`config.mk`:
```
export PLATFORM = sky130hd
export DESIGN_NAME = arrc_ctrl
export DESIGN_NICKNAME = d
export VERILOG_FILES = /design/src/arrc_pkg.sv /design/src/arrc_sync.sv /design/src/arrc_ctrl.sv
export SDC_FILE = /design/constraint.sdc
export NUM_CORES = 1
export LEC_CHECK = 0
export ABC_AREA = 1
export BUFFER_PORTS_ARGS = -buffer_cell sky130_fd_sc_hd__buf_2
export CAP_MARGIN = 15
export CORE_MARGIN = 5
export CORE_UTILIZATION = 43
export DETAILED_ROUTE_END_ITERATION = 16
export GPL_ROUTABILITY_DRIVEN = 0
export GPL_TIMING_DRIVEN = 0
export PLACE_DENSITY = 0.84
export SETUP_SLACK_MARGIN = 0.3
export SLEW_MARGIN = 20
export SYNTH_ARGS = -nofsm -noshare
export SYNTH_HDL_FRONTEND = slang
export SYNTH_SLANG_ARGS = --single-unit
```
`constraint.sdc`:
```
create_clock -name i_mclk -period 0.8 [get_ports i_mclk]
set_input_delay 0.12 -clock i_mclk [delete_from_list [all_inputs] [get_ports i_mclk]]
set_output_delay 0.12 -clock i_mclk [all_outputs]
set_load 0.05 [all_outputs]
```
`src/arrc_pkg.sv`:
```
// constants shared by the analog reference and regulator control block
package arrc_pkg;
    localparam logic [7:0] REF_CTRL_ADDR = 8'hD1;
    localparam logic [7:0] REG_CTRL_ADDR = 8'hC9;
    localparam logic [7:0] REF_CTRL_RESET = 8'h00;
    localparam logic [7:0] REG_CTRL_RESET = 8'h10;
    // reference_control fields
    localparam int REF_BUFFER_ON_BIT = 0;
    localparam int ANALOG_BIAS_FORCE_BIT = 1;
    localparam int TEMP_SENSOR_ON_BIT = 2;
    localparam int REF_SOURCE_SELECT_BIT = 3;
    localparam int REF_LEVEL_SELECT_BIT = 4;
    localparam int ZERO_TC_BIAS_FORCE_BIT = 5;
    localparam logic [7:0] REF_CTRL_WMASK = 8'h3F;
    // regulator_control fields
    localparam int DROPOUT_BIT = 0;
    localparam int REG_LEVEL_SELECT_BIT = 4;
    localparam int REG_DISABLE_BIT = 7;
    localparam int SYNC_STAGES = 2;
endpackage

```
`src/arrc_sync.sv`:
```
// multi-stage synchroniser for a level from outside the clock domain
`timescale 1ns/1ps
`default_nettype none
module arrc_sync #(
    parameter int STAGES = 2
) (
    input wire logic i_mclk,
    input wire logic i_rst,
    input wire logic i_ce,
    input wire logic i_async,
    output logic o_sync
);
    logic [STAGES-1:0] stage_q;

    initial begin
        if (STAGES < 2) begin
            $error("arrc_sync needs at least two stages");
        end
    end

    // stage 0 is read only by stage 1
    always_ff @(posedge i_mclk or posedge i_rst) begin
        if (i_rst) begin
            stage_q <= '0;
        end else if (i_ce) begin
            stage_q <= {stage_q[STAGES-2:0], i_async};
        end
    end

    assign o_sync = stage_q[STAGES-1];
endmodule
`default_nettype wire

```
`src/arrc_ctrl.sv`:
```
// reference control and regulator control registers with dropout interrupt path
// Contract
// - reference source bit 3: 0 uses the reference pin, 1 uses the supply rail.
// - bias enable to analog forced high when converter, sensor or oscillator is on.
// - bias force bit 1: 0 automatic, 1 keeps bias generator on.
// - reference level bit 4: 0 selects 1.5 V, 1 selects 2.2 V.
// - temperature sensor bit 2: 1 turns sensor on, 0 off.
// - reference buffer bit 0: 1 drives internal reference onto the pin.
// - reference control bits 7:6 read 00b; software writes 00b.
// - regulator enabled after reset; software may disable it.
// - regulator output selectable between 2.1 V and 2.6 V.
// - dropout interrupt raised on dropout, only while its enable bit is set.
// - dropout interrupt has no latched pending flag.
// - dropout indicator clears in hardware when dropout ends; software polls it.
// - dropout indicator reads 1 in or near dropout, else 0.
// - regulator disable bit 7: 0 enables, 1 disables.
// - regulator level bit 4: 0 gives 2.1 V, 1 gives 2.6 V, reset default.
`timescale 1ns/1ps
`default_nettype none
module arrc_ctrl #(
    parameter int SYNC_STAGES = arrc_pkg::SYNC_STAGES
) (
    input wire logic i_mclk,
    input wire logic i_rst,
    input wire logic i_ce,
    input wire logic [7:0] i_sfr_addr,
    input wire logic i_sfr_wr,
    input wire logic i_sfr_rd,
    input wire logic [7:0] i_sfr_wdata,
    output logic [7:0] o_sfr_rdata,
    output logic o_sfr_hit,
    input wire logic i_adc_enabled,
    input wire logic i_osc_enabled,
    input wire logic i_dropout_raw,
    input wire logic i_dropout_int_enable,
    input wire logic i_dropout_int_priority,
    output logic o_ref_source_vdd,
    output logic o_ref_level_high,
    output logic o_temp_sensor_on,
    output logic o_ref_buffer_on,
    output logic o_analog_bias_on,
    output logic o_zero_tc_bias_force,
    output logic o_regulator_enable,
    output logic o_regulator_level_high,
    output logic o_dropout_irq,
    output logic o_dropout_irq_high_pri
);
    logic [7:0] ref_ctrl_q;
    logic reg_disable_q;
    logic reg_level_q;
    logic [7:0] rdata_q;
    logic [7:0] rdata_d;
    logic hit_q;
    logic dropout_sync;

    initial begin
        if (SYNC_STAGES < 2) begin
            $error("arrc_ctrl needs at least two synchroniser stages");
        end
    end

    // address decode
    wire sel_ref = (i_sfr_addr == arrc_pkg::REF_CTRL_ADDR);
    wire sel_reg = (i_sfr_addr == arrc_pkg::REG_CTRL_ADDR);
    wire wr_ref = i_ce && i_sfr_wr && sel_ref;
    wire wr_reg = i_ce && i_sfr_wr && sel_reg;

    // the analog level may change at any time, so it is brought in through flops
    arrc_sync #(
        .STAGES(SYNC_STAGES)
    ) u_dropout_sync (
        .i_mclk(i_mclk),
        .i_rst(i_rst),
        .i_ce(i_ce),
        .i_async(i_dropout_raw),
        .o_sync(dropout_sync)
    );

    // reserved bits are never stored, so they always read back as zero
    always_ff @(posedge i_mclk or posedge i_rst) begin
        if (i_rst) begin
            ref_ctrl_q <= arrc_pkg::REF_CTRL_RESET;
        end else if (wr_ref) begin
            ref_ctrl_q <= i_sfr_wdata & arrc_pkg::REF_CTRL_WMASK;
        end
    end

    always_ff @(posedge i_mclk or posedge i_rst) begin
        if (i_rst) begin
            reg_disable_q <= arrc_pkg::REG_CTRL_RESET[arrc_pkg::REG_DISABLE_BIT];
            reg_level_q <= arrc_pkg::REG_CTRL_RESET[arrc_pkg::REG_LEVEL_SELECT_BIT];
        end else if (wr_reg) begin
            reg_disable_q <= i_sfr_wdata[arrc_pkg::REG_DISABLE_BIT];
            reg_level_q <= i_sfr_wdata[arrc_pkg::REG_LEVEL_SELECT_BIT];
        end
    end

    // outputs to the analog circuits
    assign o_ref_buffer_on = ref_ctrl_q[arrc_pkg::REF_BUFFER_ON_BIT];
    assign o_temp_sensor_on = ref_ctrl_q[arrc_pkg::TEMP_SENSOR_ON_BIT];
    assign o_ref_source_vdd = ref_ctrl_q[arrc_pkg::REF_SOURCE_SELECT_BIT];
    assign o_ref_level_high = ref_ctrl_q[arrc_pkg::REF_LEVEL_SELECT_BIT];
    assign o_zero_tc_bias_force = ref_ctrl_q[arrc_pkg::ZERO_TC_BIAS_FORCE_BIT];
    wire bias_force = ref_ctrl_q[arrc_pkg::ANALOG_BIAS_FORCE_BIT];
    wire bias_demand = i_adc_enabled || o_temp_sensor_on || i_osc_enabled;
    assign o_analog_bias_on = bias_force || bias_demand;
    assign o_regulator_enable = !reg_disable_q;
    assign o_regulator_level_high = reg_level_q;

    // level request with no pending flag: it drops as soon as dropout ends
    assign o_dropout_irq = dropout_sync && i_dropout_int_enable;
    assign o_dropout_irq_high_pri = o_dropout_irq && i_dropout_int_priority;

    // read view: bias bit shows the effective enable, as software sees it forced
    wire [7:0] ref_view = {ref_ctrl_q[7:2], o_analog_bias_on, ref_ctrl_q[0]};
    wire [7:0] reg_view = {reg_disable_q, 2'h0, reg_level_q, 3'h0, dropout_sync};

    always_comb begin
        rdata_d = 8'h00;
        if (sel_ref) begin
            rdata_d = ref_view;
        end else if (sel_reg) begin
            rdata_d = reg_view;
        end
    end

    // read data is registered; unmapped addresses answer zero with no hit
    always_ff @(posedge i_mclk or posedge i_rst) begin
        if (i_rst) begin
            rdata_q <= 8'h00;
            hit_q <= 1'b0;
        end else if (i_ce) begin
            if (i_sfr_rd) begin
                rdata_q <= rdata_d;
            end
            hit_q <= i_sfr_rd && (sel_ref || sel_reg);
        end
    end

    assign o_sfr_rdata = rdata_q;
    assign o_sfr_hit = hit_q;
endmodule
`default_nettype wire

```
---- Yosys cells after proc, flatten, opt, wreduce, memory -nomap -nowiden ----
Cells that the tools add are included.
word-level totals
  output and inout bits ................... 19
  flip-flop bits (word level) ............. 19
  logic and storage cells ................. 22
  input port bits ......................... 26
cells by class
  eq/ne operators ......................... 2
  multiplexer cells ....................... 2
  reductions and logical operators ........ 12
operator list
  cell                  number
  $eq A8 B8 Y1 const B  2
  $mux W8               2
  $logic_and A1 B1 Y1   6
  $logic_or A1 B1 Y1    4
  $reduce_and A2 Y1     1
  $logic_not A1 Y1      1

---- Longest topological paths before layout ----
  depth in word-level cells ............... 4
  gate-level depth with buffers ........... 7
  gate-level depth less buffers ........... 7

---- Modules after synthesis ----
Synthesis repeated with hierarchy kept, for this count alone.
unflattened totals
  cell total of the unflattened synthesis .. 117
  area total of the unflattened synthesis .. 904.6 sq um
modules (own cells, without submodules)
  module     cells an instance  instances  area an instance (sq um)  seq. area each (sq um)
  arrc_ctrl  107                1          824.5                     401.6
  arrc_sync  10                 1          80.1                      50.0

---- Worst setup path after synthesis ----
Ideal clock, no wire load.
  path type ............................... flip-flop to flip-flop
  start ................................... reg ref_ctrl_q[2]
  end ..................................... reg rdata_q[1] (netlist: o_sfr_rdata[1])
  arrival ................................. 1294 ps
  cell stages (with the launch flop) ...... 5
  path buffers ............................ 0
  path slack .............................. -571 ps
  library setup time ...................... 77 ps
  required time ........................... 723 ps
  period minus slack after synthesis ...... 1371 ps
  cells stage by stage .................... dfrtp_1 -> nor2_1 -> nand2_1 -> nand2_1 -> o21ai_1
on the way
  word-level cells in the longest chain between the ends .. 4
RTL lines
  element                           RTL line          RTL
  start, declared                   arrc_ctrl.sv:48   logic [7:0] ref_ctrl_q;
  start signal, assigned            arrc_ctrl.sv:82   ref_ctrl_q <= arrc_pkg::REF_CTRL_RESET;
  start signal, assigned            arrc_ctrl.sv:84   ref_ctrl_q <= i_sfr_wdata & arrc_pkg::REF_CTRL_WMASK;
  $logic_or A1 B1 Y1 (2 in series)  arrc_ctrl.sv:105  wire bias_demand = i_adc_enabled || o_temp_sensor_on || i_osc_enabled;
  $logic_or A1 B1 Y1                arrc_ctrl.sv:106  assign o_analog_bias_on = bias_force || bias_demand;
  named net o_analog_bias_on        arrc_ctrl.sv:41   output logic o_analog_bias_on,
  $mux W8                           arrc_ctrl.sv:120  if (sel_ref) begin
  end signal, assigned              arrc_ctrl.sv:134  rdata_q <= rdata_d;
  end, declared                     arrc_ctrl.sv:51   logic [7:0] rdata_q;
The timed path passes the listed nets, and every way through them passes these cells.
A chain may end at the register's enable or synchronous reset.

---- Final worst setup path ----
  start ................................... reg ref_ctrl_q[2]
  end ..................................... out o_analog_bias_on
on the way
  word-level cells in the longest chain between the ends .. 3
RTL lines
  element                           RTL line
  $logic_or A1 B1 Y1 (2 in series)  arrc_ctrl.sv:105
  $logic_or A1 B1 Y1                arrc_ctrl.sv:106
  end, declared                     arrc_ctrl.sv:41
No other way between the ends.

==> impl_metrics.csv <==
group,metric,value,unit
sta,max_freq,807,MHz
synth,synth.area.top_cells,"dfrtp_1 (49%), nand2_1 (22%), o21ai_1 (5.2%), inv_1 (4.8%), dfstp_2 (3.0%)",
die,core_region_area,1940,sq um
synth,synth_most_common_cell,"nand2_1",
sta,setup_slack,-0.438,ns
cts,numCtsBuffers,3,
flow_run,maxCapViolations,0,
synth,synthFlopType,"dfrtp_1",
setup_path,crit_required,0.68,ns
setup_path,rr_worst_depth,6,
sta,fin_worst_hold_slack,-0.100,ns
cts,root_buffer,"clkbuf_4",
cts,htreeDepth,1,
sta,maxSlewViolCount,0,
cells_and_area,fin_cells,206,
worst_hold_path,hold_path_class,"in2async",
setup_path,startpoint_type,"flop",
grt,grt_max_degree,19,
pwr,power_density,1210,nW/um^2
setup_path,worstPathMaxFanout,2,
synth,syn_nets,140,
sta,tightestPinTransition,0.676,ns
die,start_util,44.7,%
pwr,power,2.01,mW
die,die_area,3010,sq um
synth,netlist_top_cells_count,"nand2_1 (51), dfrtp_1 (17), inv_1 (11)",
die,die_h,54.9,microns
setup_path,endpoint_kind,"output pin",
routing,viasPerCell,5.06,
routing,dr.pass1.iters,4,
synth,ys_seq_area_share,52.1,%
grt,grt_pass1_vias,975,
pwr,leakagePower,0.852,nW
synth,synth_area,867,sq um
synth,async_reset_ff_share,100,%
routing,drtIter0Drc,23,
pwr,worst_ir_drop_vdd,1320,uV
synth,yosys_warnings,0,
die,std_cell_rows,16,
routing,wl,3270,microns
routing,wl_per_cell,15.9,microns
synth,postSynthCellCount,114,
placed_design,io_buffers,42,
setup_path,r2r-start,"o_regulator_level_high$_DFFE_PP1P_",
sta,rsz0062_at_grt,"true",
sta,setup_viol,29,
sta,maxSlewHeadroom,54.9,%
setup_path,r2r_end,"o_sfr_rdata[4]$_DFFE_PP0P_",
cells_and_area,n_fill_cell,98,
cells_and_area,antenna_cells,0,
synth,syn_area_per_cell,7.61,sq um
cts,clockBufferDepth,2,
sta,fin_crit,1.24,ns
cts,clk_pin_slew,0.11,ns
placed_design,dp.final_hpwl,1800,microns
synth,synth_top_area_share,49.1,%
setup_path,cp-endpoint,"o_analog_bias_on",
setup_path,crit_path_start,"ref_ctrl_q[2]$_DFFE_PP0P_",
setup_path,r2r_slack,-0.26,ns
sta,finalHoldViolCount,17,
outcome,status,"finished, violations left",
setup_path,arrival,1.12,ns
cts,cts_tree,"yes",
cells_and_area,area_growth,91.5,%
setup_path,worstSetupPathType,"reg2out",
die,io_pins,45,
outcome,failed_checks,"negative hold slack, negative setup slack",
synth,yosys.area.top_type,"dfrtp_1",
sta,clock_skew,0.00301,ns
routing,ant_nets,0,
grt,globalRouteTotalUtil,20.4,%
synth,synth_edf_count,0,
grt,antenna_found_initial,0,
cells_and_area,final_nets,206,
cells_and_area,drive_gt1_share,72.1,%
cts,clock-sinks,18,
cts,clk_latency,0.30,ns
routing,dr_total_vias,1042,
grt,grt-ovfl-total,0,
routing,drc,0,
sta,finalSetupTns,-5.80,ns
synth,yosysUniqueCellTypes,15,
die,die_x,54.9,microns
grt,grt_pass1_wl,4260,microns
synth,synth-seq-cells,18,
placed_design,numPlacedInstances,183,
sta,post-route-period-util,155,%
[cell type report]
| class | instances | area [sq um] | share of cell area [%] |
|---|---|---|---|
| timing repair buffer | 61 | 543 | 32.7 |
| multi-input combinational | 79 | 489 | 29.5 |
| sequential | 18 | 468 | 28.2 |
| inverter | 16 | 82.6 | 4.97 |
| clock buffer | 4 | 36.3 | 2.19 |
| tap | 27 | 33.8 | 2.03 |
| buffer | 1 | 7.51 | 0.452 |
[per-layer routing]
layer  GRT usage (%)  vias to the layer above  part of all wire, %
met5               0                        -                    0
met4            8.50                        0                  5.8
met3            2.68                       18                  7.3
met2            36.4                       65                   51
met1            24.5                      482                   36
li1                -                      477                    -
[critical path, stage by stage, from the launching register on]
cell and delay (ns):
dfrtp_2 0.45, nor2_4 0.14, nand2_4 0.07, buf_8 0.16
[timing repair]
item	in CTS	in global routing
pin swaps	12	12
setup endpoints to repair	36	36
setup buffers	10	9
endpoints found under the hold margin	17	17
resized for setup	59	25
[where the power goes]
group          internal [mW]  switching, mW
clock network          0.278          0.298
registers              0.933         0.0216
logic                  0.204          0.280
[through the flow]
stage          setup slack, ns  cell area (sq um)  util, %
2_1_floorplan           -0.237                966        -
3_3_place_gp            -0.186               1210     62.3
3_5_place_dp            -0.242               1210     62.3
4_1_cts                 -0.376               1510     77.9
5_1_grt                 -0.469               1660     85.5
6_report                -0.438               1660     85.5
[cell families (layout without fill, tap and decap cells)]
logic type	count (synthesis)	count (layout)	synth area share [%]
compound gates	11	11	6.35
buf+inv	17	82	7.79
flops	18	18	52.1
other cells	1	1	0.432
simple gates	67	67	33.3
[layout by cell type (no fill, tap or decap)]
cell / instances
nand2_2: 18
o21ai_1: 6
clkinvlp_4: 2
nor2_1: 4
inv_1: 5
buf_8: 3
nand3_1: 1
inv_4: 1
nor2_4: 5
dfstp_2: 1
nand3_4: 1
nand3_2: 4
nand2_1: 29
a21oi_2: 1
inv_2: 7
buf_2: 20
dfrtp_2: 13
o21ai_2: 4
buf_4: 9
buf_6: 30
clkbuf_4: 3
dfrtp_1: 4
conb_1: 1
nand2_4: 5
inv_12: 1
clkbuf_8: 1
[state kept, by name, summed over array words and instances, names as in the netlist]
signal / flops
o_sfr_rdata: 7
ref_ctrl_q: 6
u_dropout_sync.stage_q: 2
o_regulator_level_high: 1
o_sfr_hit: 1
reg_disable_q: 1
[worst min path at each step]
stage | slack, ns | to | startpoint | cells past startpoint
floorplan | 0.06 | ref_ctrl_q[1]$_DFFE_PP0P_ | i_rst | 1
global placement | 0.22 | ref_ctrl_q[1]$_DFFE_PP0P_ | i_rst | 2
detailed placement | 0.24 | reg_disable_q$_DFFE_PP0P_ | i_rst | 2
CTS | -0.08 | reg_disable_q$_DFFE_PP0P_ | i_rst | 2
global route | -0.05 | reg_disable_q$_DFFE_PP0P_ | i_rst | 2
finish | -0.10 | ref_ctrl_q[1]$_DFFE_PP0P_ | i_rst | 2
No activity file was read; power rests on OpenSTA's default activity.
